$ cat src/logic/lfcs_pkg.sv
// Constants for the legacy floating-point control and status register bank
`default_nettype none
package lfcs_pkg;
    localparam logic [63:0] LFCS_CTL_STORE_MASK = 64'h0000_FF80_0000_1FFF;
    localparam logic [63:0] LFCS_CTL_RESV_MASK  = 64'hFFFF_0040_FFFF_E000;
    localparam logic [63:0] LFCS_STS_STORE_MASK = 64'h0000_003F_5555_7FFF;
    localparam logic [63:0] LFCS_STS_RESV_MASK  = 64'hFFFF_0040_0000_0000;
    localparam logic [63:0] LFCS_CTL_RESET      = 64'h0000_0000_0000_0000;
    localparam logic [63:0] LFCS_STS_RESET      = 64'h0000_0000_0000_0000;
    localparam int LFCS_EXC_LSB   = 0;
    localparam int LFCS_EXC_W     = 6;
    localparam int LFCS_SF_BIT    = 6;
    localparam int LFCS_ES_BIT    = 7;
    localparam int LFCS_C0_BIT    = 8;
    localparam int LFCS_C1_BIT    = 9;
    localparam int LFCS_C2_BIT    = 10;
    localparam int LFCS_TOP_LSB   = 11;
    localparam int LFCS_TOP_W     = 3;
    localparam int LFCS_C3_BIT    = 14;
    localparam int LFCS_BUSY_BIT  = 15;
    localparam int LFCS_TAG_LSB   = 16;
    localparam int LFCS_NREG      = 8;
    localparam int LFCS_VEXC_LSB  = 32;
    localparam int LFCS_MASK_LSB  = 0;
    localparam logic       LFCS_SEL_CTL = 1'b0;
    localparam logic       LFCS_SEL_STS = 1'b1;
    localparam logic [1:0] LFCS_TAG_VALID   = 2'h0;
    localparam logic [1:0] LFCS_TAG_ZERO    = 2'h1;
    localparam logic [1:0] LFCS_TAG_SPECIAL = 2'h2;
    localparam logic [1:0] LFCS_TAG_EMPTY   = 2'h3;
    // Wide-exponent codes whose biased value fits the 15-bit extended range
    localparam logic [16:0] LFCS_EXP_LO   = 17'h0C000;
    localparam logic [16:0] LFCS_EXP_HI   = 17'h13FFE;
    localparam logic [16:0] LFCS_EXP_ZERO = 17'h00000;
    localparam logic [16:0] LFCS_EXP_MAX  = 17'h1FFFF;
    localparam logic [63:0] LFCS_SNAN_SIG = 64'hA000_0000_0000_0000;
endpackage
`default_nettype wire

$ cat src/logic/lfcs_regs.sv
// Legacy floating-point control/status register bank with operand checks
`default_nettype none
module lfcs_regs
    import lfcs_pkg::*;
#(
    parameter bit          NAT_FAULTS  = 1'b0,
    parameter logic [16:0] SGL_DEN_EXP = 17'h00001,
    parameter logic [16:0] DBL_DEN_EXP = 17'h00002
) (
    input  wire logic        clk_sys_i,
    input  wire logic        resetn_i,
    input  wire logic        ar_wr_i,
    input  wire logic        ar_rd_i,
    input  wire logic        ar_sel_i,
    input  wire logic [63:0] ar_wdata_i,
    output logic      [63:0] ar_rdata_o,
    output logic             ar_rvalid_o,
    output logic             ar_resv_fault_o,
    input  wire logic        leg_upd_i,
    input  wire logic [5:0]  leg_exc_i,
    input  wire logic        leg_sf_i,
    input  wire logic [3:0]  leg_cc_i,
    input  wire logic [2:0]  leg_top_i,
    input  wire logic [7:0]  leg_tags_i,
    input  wire logic [5:0]  leg_vexc_i,
    input  wire logic        leg_tagrd_i,
    input  wire logic [7:0]  leg_zero_i,
    input  wire logic [7:0]  leg_spec_i,
    output logic      [15:0] leg_ftw_o,
    output logic             leg_ftw_valid_o,
    input  wire logic        leg_op_i,
    input  wire logic        leg_op_nat_i,
    input  wire logic        leg_op_sign_i,
    input  wire logic [16:0] leg_op_exp_i,
    input  wire logic [63:0] leg_op_sig_i,
    output logic             leg_res_valid_o,
    output logic             leg_inv_fault_o,
    output logic             leg_nat_prop_o,
    output logic             leg_delayed_exc_o,
    output logic             leg_res_sign_o,
    output logic      [16:0] leg_res_exp_o,
    output logic      [63:0] leg_res_sig_o,
    output logic      [63:0] legacy_fp_control_o
);

    logic [63:0] legacy_fp_control_reg;
    logic [63:0] legacy_fp_status_reg;
    logic [63:0] status_view;
    logic [63:0] write_resv;
    logic        resv_hit;
    logic        ctl_wr_ok;
    logic        sts_wr_ok;
    logic        error_summary;
    logic        es_written_reg;
    logic [15:0] ftw_next;
    logic        op_denorm;
    logic        op_range_bad;
    logic        op_fault;

    // Reserved-bit check on native writes, nothing else is verified
    assign write_resv = ar_wdata_i & ((ar_sel_i == LFCS_SEL_CTL) ? LFCS_CTL_RESV_MASK
                                                                  : LFCS_STS_RESV_MASK);
    assign resv_hit   = |write_resv;
    assign ctl_wr_ok  = ar_wr_i && !resv_hit && (ar_sel_i == LFCS_SEL_CTL);
    assign sts_wr_ok  = ar_wr_i && !resv_hit && (ar_sel_i == LFCS_SEL_STS);

    // Summary of flags whose mask bit is clear
    assign error_summary = |(legacy_fp_status_reg[LFCS_EXC_LSB +: LFCS_EXC_W]
                             & ~legacy_fp_control_reg[LFCS_MASK_LSB +: LFCS_EXC_W]);

    always_comb begin
        status_view = legacy_fp_status_reg & LFCS_STS_STORE_MASK;
        status_view[LFCS_ES_BIT] = error_summary;
        status_view[LFCS_BUSY_BIT] = error_summary;
    end

    // Control register; legacy-side units and the native read port read it, native status never enters
    always_ff @(posedge clk_sys_i or negedge resetn_i) begin
        if (!resetn_i) begin
            legacy_fp_control_reg <= LFCS_CTL_RESET;
        end else if (ctl_wr_ok) begin
            legacy_fp_control_reg <= ar_wdata_i & LFCS_CTL_STORE_MASK;
        end
    end

    // Status register; hardware sets of sticky flags win over a same-cycle write
    always_ff @(posedge clk_sys_i or negedge resetn_i) begin
        if (!resetn_i) begin
            legacy_fp_status_reg <= LFCS_STS_RESET;
        end else begin
            logic [63:0] nxt;
            nxt = legacy_fp_status_reg;
            if (sts_wr_ok) begin
                nxt = ar_wdata_i & LFCS_STS_STORE_MASK;
            end
            if (leg_upd_i) begin
                nxt[LFCS_EXC_LSB +: LFCS_EXC_W] = nxt[LFCS_EXC_LSB +: LFCS_EXC_W] | leg_exc_i;
                nxt[LFCS_SF_BIT] = nxt[LFCS_SF_BIT] | leg_sf_i;
                nxt[LFCS_C0_BIT] = leg_cc_i[0];
                nxt[LFCS_C1_BIT] = leg_cc_i[1];
                nxt[LFCS_C2_BIT] = leg_cc_i[2];
                nxt[LFCS_C3_BIT] = leg_cc_i[3];
                nxt[LFCS_TOP_LSB +: LFCS_TOP_W] = leg_top_i;
                nxt[LFCS_VEXC_LSB +: LFCS_EXC_W] = nxt[LFCS_VEXC_LSB +: LFCS_EXC_W] | leg_vexc_i;
                for (int i = 0; i < LFCS_NREG; i++) begin
                    nxt[LFCS_TAG_LSB + 2 * i] = leg_tags_i[i];
                end
            end
            legacy_fp_status_reg <= nxt;
        end
    end

    // A written-one summary forces a delayed exception on the next legacy op
    always_ff @(posedge clk_sys_i or negedge resetn_i) begin
        if (!resetn_i) begin
            es_written_reg <= 1'b0;
        end else if (sts_wr_ok && ar_wdata_i[LFCS_ES_BIT]) begin
            es_written_reg <= 1'b1;
        end else if (leg_op_i) begin
            es_written_reg <= 1'b0;
        end
    end

    // Native read port
    always_ff @(posedge clk_sys_i or negedge resetn_i) begin
        if (!resetn_i) begin
            ar_rdata_o      <= 64'h0000_0000_0000_0000;
            ar_rvalid_o     <= 1'b0;
            ar_resv_fault_o <= 1'b0;
        end else begin
            ar_rvalid_o     <= ar_rd_i;
            ar_resv_fault_o <= ar_wr_i && resv_hit;
            if (ar_rd_i) begin
                ar_rdata_o <= (ar_sel_i == LFCS_SEL_CTL) ? legacy_fp_control_reg : status_view;
            end
        end
    end

    always_ff @(posedge clk_sys_i or negedge resetn_i) begin
        if (!resetn_i) begin
            legacy_fp_control_o <= LFCS_CTL_RESET;
        end else begin
            legacy_fp_control_o <= legacy_fp_control_reg;
        end
    end

    // Full tag word: stored empty tag, else classify from the register contents
    genvar g;
    generate
        for (g = 0; g < LFCS_NREG; g++) begin : g_tag
            assign ftw_next[2 * g +: 2] =
                legacy_fp_status_reg[LFCS_TAG_LSB + 2 * g] ? LFCS_TAG_EMPTY   :
                leg_spec_i[g]                              ? LFCS_TAG_SPECIAL :
                leg_zero_i[g]                              ? LFCS_TAG_ZERO    :
                                                             LFCS_TAG_VALID;
        end
    endgenerate

    always_ff @(posedge clk_sys_i or negedge resetn_i) begin
        if (!resetn_i) begin
            leg_ftw_o       <= 16'hFFFF;
            leg_ftw_valid_o <= 1'b0;
        end else begin
            leg_ftw_valid_o <= leg_tagrd_i;
            if (leg_tagrd_i) begin
                leg_ftw_o <= ftw_next;
            end
        end
    end

    // Operand checks at the boundary into the legacy unit
    assign op_denorm = ((leg_op_exp_i == SGL_DEN_EXP) || (leg_op_exp_i == DBL_DEN_EXP))
                       && !leg_op_sig_i[63] && (leg_op_sig_i != 64'h0000_0000_0000_0000);
    // Out-of-range wide exponents fault rather than round or convert
    assign op_range_bad = (leg_op_exp_i != LFCS_EXP_ZERO) && (leg_op_exp_i != LFCS_EXP_MAX)
                          && ((leg_op_exp_i < LFCS_EXP_LO) || (leg_op_exp_i > LFCS_EXP_HI));
    assign op_fault = leg_op_nat_i ? NAT_FAULTS : (op_denorm || op_range_bad);

    always_ff @(posedge clk_sys_i or negedge resetn_i) begin
        if (!resetn_i) begin
            leg_res_valid_o   <= 1'b0;
            leg_inv_fault_o   <= 1'b0;
            leg_nat_prop_o    <= 1'b0;
            leg_delayed_exc_o <= 1'b0;
            leg_res_sign_o    <= 1'b0;
            leg_res_exp_o     <= 17'h00000;
            leg_res_sig_o     <= 64'h0000_0000_0000_0000;
        end else begin
            leg_res_valid_o   <= leg_op_i;
            leg_inv_fault_o   <= leg_op_i && op_fault;
            leg_nat_prop_o    <= leg_op_i && leg_op_nat_i && !NAT_FAULTS;
            leg_delayed_exc_o <= leg_op_i && (error_summary || es_written_reg);
            if (leg_op_i) begin
                if (leg_op_nat_i) begin
                    // Carried NaT also shows as a signalling NaN value
                    leg_res_sign_o <= 1'b0;
                    leg_res_exp_o  <= LFCS_EXP_MAX;
                    leg_res_sig_o  <= LFCS_SNAN_SIG;
                end else begin
                    leg_res_sign_o <= leg_op_sign_i;
                    leg_res_exp_o  <= leg_op_exp_i;
                    leg_res_sig_o  <= leg_op_sig_i;
                end
            end
        end
    end

endmodule
`default_nettype wire

$ cat config.mk
export PLATFORM = sky130hd
export DESIGN_NAME = lfcs_regs
export DESIGN_NICKNAME = d
export VERILOG_FILES = /design/src/logic/lfcs_pkg.sv /design/src/logic/lfcs_regs.sv
export SDC_FILE = /design/constraint.sdc
export NUM_CORES = 1
export LEC_CHECK = 0
export BUFFER_PORTS_ARGS = -buffer_cell sky130_fd_sc_hd__buf_2
export CAP_MARGIN = 30
export CORE_AREA = 2 2 168 170
export DETAILED_ROUTE_END_ITERATION = 7
export DIE_AREA = 0 0 170 172
export PLACE_DENSITY = 0.7
export SLEW_MARGIN = 25
export SYNTH_ARGS = -nofsm -noshare
export SYNTH_HDL_FRONTEND = slang
export SYNTH_SLANG_ARGS = --single-unit
$ cat constraint.sdc
create_clock -name clk_sys_i -period 1.5 [get_ports clk_sys_i]
set_input_delay 0.3 -clock clk_sys_i [delete_from_list [all_inputs] [get_ports clk_sys_i]]
set_output_delay 0.3 -clock clk_sys_i [all_outputs]
set_load 0.01 [all_outputs]
==> results of run 1 <==
through the flow:
| stage | setup TNS (ns) | hold WS [ns] |
|---|---|---|
| after global placement | -21.27 | 0.218 |
| final | 0 | 0.0170 |
| after global routing | -0.137 | 0.00168 |
| after floorplan | -5.56 | 0.00441 |
| after detailed placement | -22.92 | 0.223 |
| after CTS | 0 | 0.000385 |
worst min-delay path, stage by stage:
cell	delay (ns)
buf_2	0.07
nand3b_1	0.06
o21ai_0	0.07
placed cells by master (no fill, tap or decap), types with 14 or more instances in the layout:
| cell | Yosys | final |
|---|---|---|
| buf_2 | 7 | 347 |
| o211ai_1 | 14 | 14 |
| nor2_1 | 81 | 81 |
| buf_6 | 2 | 17 |
| a21oi_1 | 55 | 55 |
| dfstp_2 | 16 | 16 |
| mux2_4 | 20 | 20 |
| inv_1 | 97 | 97 |
| a221o_1 | 14 | 14 |
| buf_4 | 67 | 39 |
| dfrtp_1 | 201 | 201 |
| conb_1 | 1 | 67 |
| nand3b_1 | 62 | 62 |
| clkbuf_16 | 0 | 26 |
| nand2_1 | 17 | 16 |
| o21ai_0 | 93 | 93 |
| o21a_1 | 14 | 14 |
| dlygate4sd3_1 | 0 | 50 |
| nand3_1 | 18 | 18 |
| nand2b_1 | 15 | 15 |
| nor2b_1 | 25 | 25 |
cells by family after synthesis:
family / after synthesis
other: 1
flip-flops: 217
AO/OA/AOI/OAI: 209
buffers and inverters: 224
AND/OR/NAND/NOR: 245
multiplexers: 34
routing by layer:
layer | GRT usage | up-vias | share of wire
met2 | 0.340 | 364 | 0.51
li1 | - | 3848 | -
met1 | 0.221 | 3913 | 0.38
met3 | 0.0494 | 53 | 0.082
met5 | 0 | - | 0
met4 | 0.0658 | 0 | 0.029
layout make-up:
type,count,area share
flip-flops and latches,217,0.406
multi-input cells,555,0.251
repair buffers,464,0.219
clock buffers,34,0.0521
inverters,97,0.0271
well taps,346,0.0322
clock inverters,11,0.0129
diodes,3,0.000559
final timing paths:
kind,endpoint
worst max-delay path,legacy_fp_control_reg[46]
worst min-delay path,leg_res_sig_o[5]
worst max register to register,ar_rdata_o[15]
worst min register to register,legacy_fp_control_o[10]
max in group asynchronous,leg_ftw_o[7]
min in group asynchronous,legacy_fp_control_reg[44]
where the power goes:
group	switching (mW)	total [mW]	internal [mW]
logic	1.09	1.96	0.867
clock network	2.49	6.46	3.96
registers	0.208	6.44	6.23
total	3.79	14.9	11.1
what timing repair did:
| action | 4_1_cts | 5_1_grt |
|---|---|---|
| gates resized for setup | 7 | 15 |
| buffers inserted | 0 | 1 |
| endpoints found under the hold margin | 81 | 0 |
| gates cloned | 0 | 1 |
| pin swaps | 0 | 2 |
| hold buffers | 50 | 0 |
| endpoints found under the setup margin | 7 | 37 |
==> results.cfg, run 1 <==
[global_routing]
antenna_found_initial = 3
grt_max_degree = 64
grt_pass1_wl_um = 43500
grt_pass1_vias = 8047
track_usage = 0.190
grt_overflow = 0

[min_path]
hp-class = in2reg
hold_depth = 3
worst_hold_startpoint = leg_op_sig_i[5]

[finish]
nNetsFinal = 1559
num-fill-cells = 2511
drive_gt1_frac = 0.370
syn_to_final_growth_pct = 39.4
multi_input_area_um2 = 3370
largest_reg_flops = 64
regArea_um2 = 5450
post-route-util = 0.489
fin_cells = 1727
final_cell_area_um2 = 13400

[logic_synthesis]
synth_area_leaders = dfrtp_1 (52%), buf_4 (5.2%), o21ai_0 (4.8%), nand3b_1 (4.8%), dfstp_2 (4.4%)
synth.largest_area_cell = dfrtp_1
synth-main-ff-cell = dfrtp_1
synth_cell_type_count = 39
synthSimpleGateAreaFrac = 0.143
netlist_top_cells_count = dfrtp_1 (201), inv_1 (97), o21ai_0 (93), nor2_1 (81), buf_4 (67)
synth-seq-cells = 217
ys_warn_count = 0
async_reset_ff_frac = 1.00
synth_compound_area_frac = 0.130
synth_area_per_cell_um2 = 10.4
synth.most_common_cell = dfrtp_1
synthCells = 930
synth_xor_area_frac = 0
synth_top_family_by_area = simple AND/OR/NAND/NOR gates
synth-seq-area-share = 0.565
yosysTopAreaCellShare = 0.522
synth_edf_count = 0
synthAdderAreaFrac = 0
synth_mux_area_frac = 0.0460
synth_area_um2 = 9640

[clock_network]
clk_latency_ns = 0.53
clkTransAtPathRegs_ns = 0.06
clock_path_buffers = 3
h-tree-depth = 1
clockRootBuffer = clkbuf_16
cts_sinks = 217
cts_tree = built
cts_buffers = 25

[sta]
drv_slew = 0
fin_crit_sh = 0.996
min_period_ns = 1.49
fin_worst_skew_ns = 0.0124
hold_viol = 0
max-slew-margin-rel = 0.633
setup_viol = 0
setup_ws_ns = 0.00627
max_freq_ghz = 0.669
tightest_slew_ns = 0.551
rsz0062_at_grt = true

[setup_path]
cp.required_ns = 1.92
crit_type = in2reg
r2r_setup_slack_ns = 0.15
critical_path.max_stage_delay_ns = 0.33
cpMaxStageDelayCell = mux2_2
crit_chain = buf_2 -> nor4_1 -> nand3_1 -> nor4_4 -> buf_6 -> buf_12 -> mux2_2
path_delay_family = simple AND/OR/NAND/NOR gates
worstPathArrival_ns = 1.91
r2r_start = legacy_fp_status_reg[2]
crit_fanout = 9
worstSetupPathDepth = 7
end_kind = flop
reg2reg_depth = 4
startpoint_type = input port
cp-startpoint = ar_wdata_i[14]
path_buf_inv = 3

[die]
die_area_um2 = 29200
fp.dieW_um = 170
core-area_um2 = 27500
num_rows = 61
die_y_um = 172
initial_utilization = 0.351
num_io_pins = 432

[power_and_ir_drop]
power_mw = 14.9
p_per_area_nw_per_um2 = 1110
power_leakage_nw = 6.69
peakVddDrop_uv = 729

[route]
drt_wl_total_um = 29700
vias = 8178
final_antenna_net_count = 0
drt_iter0_markers = 516
drt-pass1-iter-count = 6
wl_per_cell_um = 17.2
viasPerCell = 4.74
drcViolationCount = 0

[place]
place.gp.congestion = 0.877
placed_area_um2 = 11900
dpl.cell_count = 1627
port_buffers = 364
preCtsSetupSlack_ns = -0.567
hpwl_um = 20900

[status]
outcome = finished, final reports clean

[job]
drv_cap = 0
(Power assumes the default switching activity.)
==> run 2, diff against run 1 <==
- CELL_PAD_IN_SITES_DETAIL_PLACEMENT: not set -> 1
- CELL_PAD_IN_SITES_GLOBAL_PLACEMENT: not set -> 1
- CORE_AREA: 2 2 168 170 -> not set
- CORE_MARGIN: not set -> 2
- CORE_UTILIZATION: not set -> 35
- DIE_AREA: 0 0 170 172 -> not set
- PLACE_DENSITY: 0.7 -> 0.87
==> run 2 against run 1 <==
Effect of this change:
- the flow now finishes with violations (negative setup slack)
- core utilization shrank 0.19 points
- maximum frequency down 3.3%
- clock skew is 0.0046 ns lower
- count of clock-buffer cells in the layout up 3
- non-clock buffer count shrank 29
- sequential share of layout area grew 0.84 points
- wire length rose by 11%
- design area decreased by 2.0%
- flip-flop and latch count unchanged
- hold slack lost 0.0018 ns
- sequential power hardly changed
- clock power shrank 7.1%
==> results.cfg, run 2 (synthesis results as in run 1) <==
[global_routing]
grt_overflow = 0
antenna_found_initial = 1
grt_pass1_wl_um = 49200
track_usage = 0.218
grt_max_degree = 59
grt_pass1_vias = 8897

[clock_network]
cts_tree = built
cts_buffers = 25
clockRootBuffer = clkbuf_16
h-tree-depth = 1
cts_sinks = 217
clk_latency_ns = 0.52
clock_path_buffers = 3
clkTransAtPathRegs_ns = 0.06

[die]
fp.dieW_um = 170
core-area_um2 = 27000
num_rows = 60
die_y_um = 170
initial_utilization = 0.357
die_area_um2 = 28900
num_io_pins = 432

[status]
outcome = finished, violations left
violations = negative setup slack

[setup_path]
path_delay_family = simple AND/OR/NAND/NOR gates
cp.required_ns = 1.90
reg2reg_depth = 4
end_kind = flop
crit_chain = buf_2 -> nor4_2 -> nand3_4 -> nor4_4 -> buf_6 -> buf_12 -> mux2_4
critical_path.max_stage_delay_ns = 0.39
r2r-end = ar_rdata_o[15]
path_buf_inv = 3
r2r_start = legacy_fp_status_reg[2]
worstPathArrival_ns = 1.94
crit_fanout = 6
crit_type = in2reg
r2r_setup_slack_ns = 0.23
startpoint_type = input port
cpMaxStageDelayCell = nor4_2

[sta]
fin_crit_sh = 1.03
max_freq_ghz = 0.648
fin_worst_skew_ns = 0.00782
whs_ns = 0.0152
drv_slew = 0
tightest_slew_ns = 0.580
setup_ws_ns = -0.0442
setup_viol = 22
max-slew-margin-rel = 0.613
hold_viol = 0
min_period_ns = 1.54
rsz0062_at_grt = true

[route]
final_antenna_net_count = 0
drcViolationCount = 0
drt-pass1-iter-count = 4
wl_per_cell_um = 19.5
drt_wl_total_um = 32900
vias = 8288
drt_iter0_markers = 389
viasPerCell = 4.90

[finish]
layout_commonest_cell = buf_2
nNetsFinal = 1530
drive_gt1_frac = 0.381
final_cell_area_um2 = 13200
syn_to_final_growth_pct = 36.6
mostFrequentLayoutCells = buf_2 (345), dfrtp_1 (201), inv_1 (97), o21ai_0 (93), nor2_1 (81)
fin_cells = 1690
largest_reg_flops = 64

[min_path]
hold_depth = 3
hp-class = in2reg
hold_path_end = legacy_fp_status_reg[26]
worst_hold_startpoint = leg_tags_i[5]

[place]
place.gp.congestion = 0.825
preCtsSetupSlack_ns = -0.611
hpwl_um = 23400
dpl.cell_count = 1624
placed_area_um2 = 11900
port_buffers = 364

[job]
drv_cap = 0

[power_and_ir_drop]
peakVddDrop_uv = 599
p_per_area_nw_per_um2 = 1090
power_leakage_nw = 6.56
-- run 2: worst max-delay path by stage --
stage | from | to | slack, ns | depth (start not counted)
floorplan | ar_wdata_i[54] | legacy_fp_control_reg[0] | -0.24 | 5
global placement | ar_wdata_i[14] | legacy_fp_control_reg[47] | -0.60 | 7
detailed placement | ar_wdata_i[14] | legacy_fp_control_reg[46] | -0.61 | 7
CTS | leg_ftw_o[10] | leg_ftw_o[10] | 0.0007 | 1
global route | ar_wdata_i[20] | legacy_fp_control_reg[9] | -0.09 | 7
finish | ar_wdata_i[20] | legacy_fp_control_reg[9] | -0.04 | 7
-- run 2: power breakdown --
group | switching, mW | internal (mW)
registers | 0.222 | 6.23
logic | 1.12 | 0.825
clock network | 2.46 | 3.54
total | 3.81 | 10.6
-- run 2: tightest hold or removal path, cell delays in order --
cell      delay, ns
buf_2          0.08
nand2_1        0.04
o211ai_1       0.07
-- run 2: metal layers --
layer,GRT usage,vias to the layer above,routed length (µm)
met4,0.0535,0,757
met3,0.0509,56,2520
met2,0.414,343,17400
met5,0,-,0
li1,-,3787,-
met1,0.246,4102,12300
-- run 2: final cells by class --
| class | count | area, µm² |
|---|---|---|
| diodes | 1 | 2.50 |
| clock buffers | 37 | 731 |
| clock inverters | 7 | 76.3 |
| fillers | 3085 | 13900 |
| inverters | 97 | 364 |
| multi-input cells | 555 | 3400 |
| flip-flops and latches | 217 | 5450 |
| well taps | 341 | 427 |
| repair buffers | 435 | 2720 |
-- run 2: through the flow --
step	util	power, mW	TNS (ns)
floorplan	-	7.41	-5.56
global placement	0.442	8.30	-21.33
detailed placement	0.442	8.38	-22.20
CTS	0.483	14.5	0
global route	0.487	15.0	-1.53
finish	0.487	14.4	-0.462
-- run 2: what timing repair did --
action / 4_1_cts / 5_1_grt
resized for setup: 14 / 18
setup buffers: 2 / 0
pin swaps: 0 / 2
cloned: 2 / 1
endpoints found under the setup margin: 27 / 33
endpoints found under the hold margin: 37 / 0
hold buffers: 16 / 0
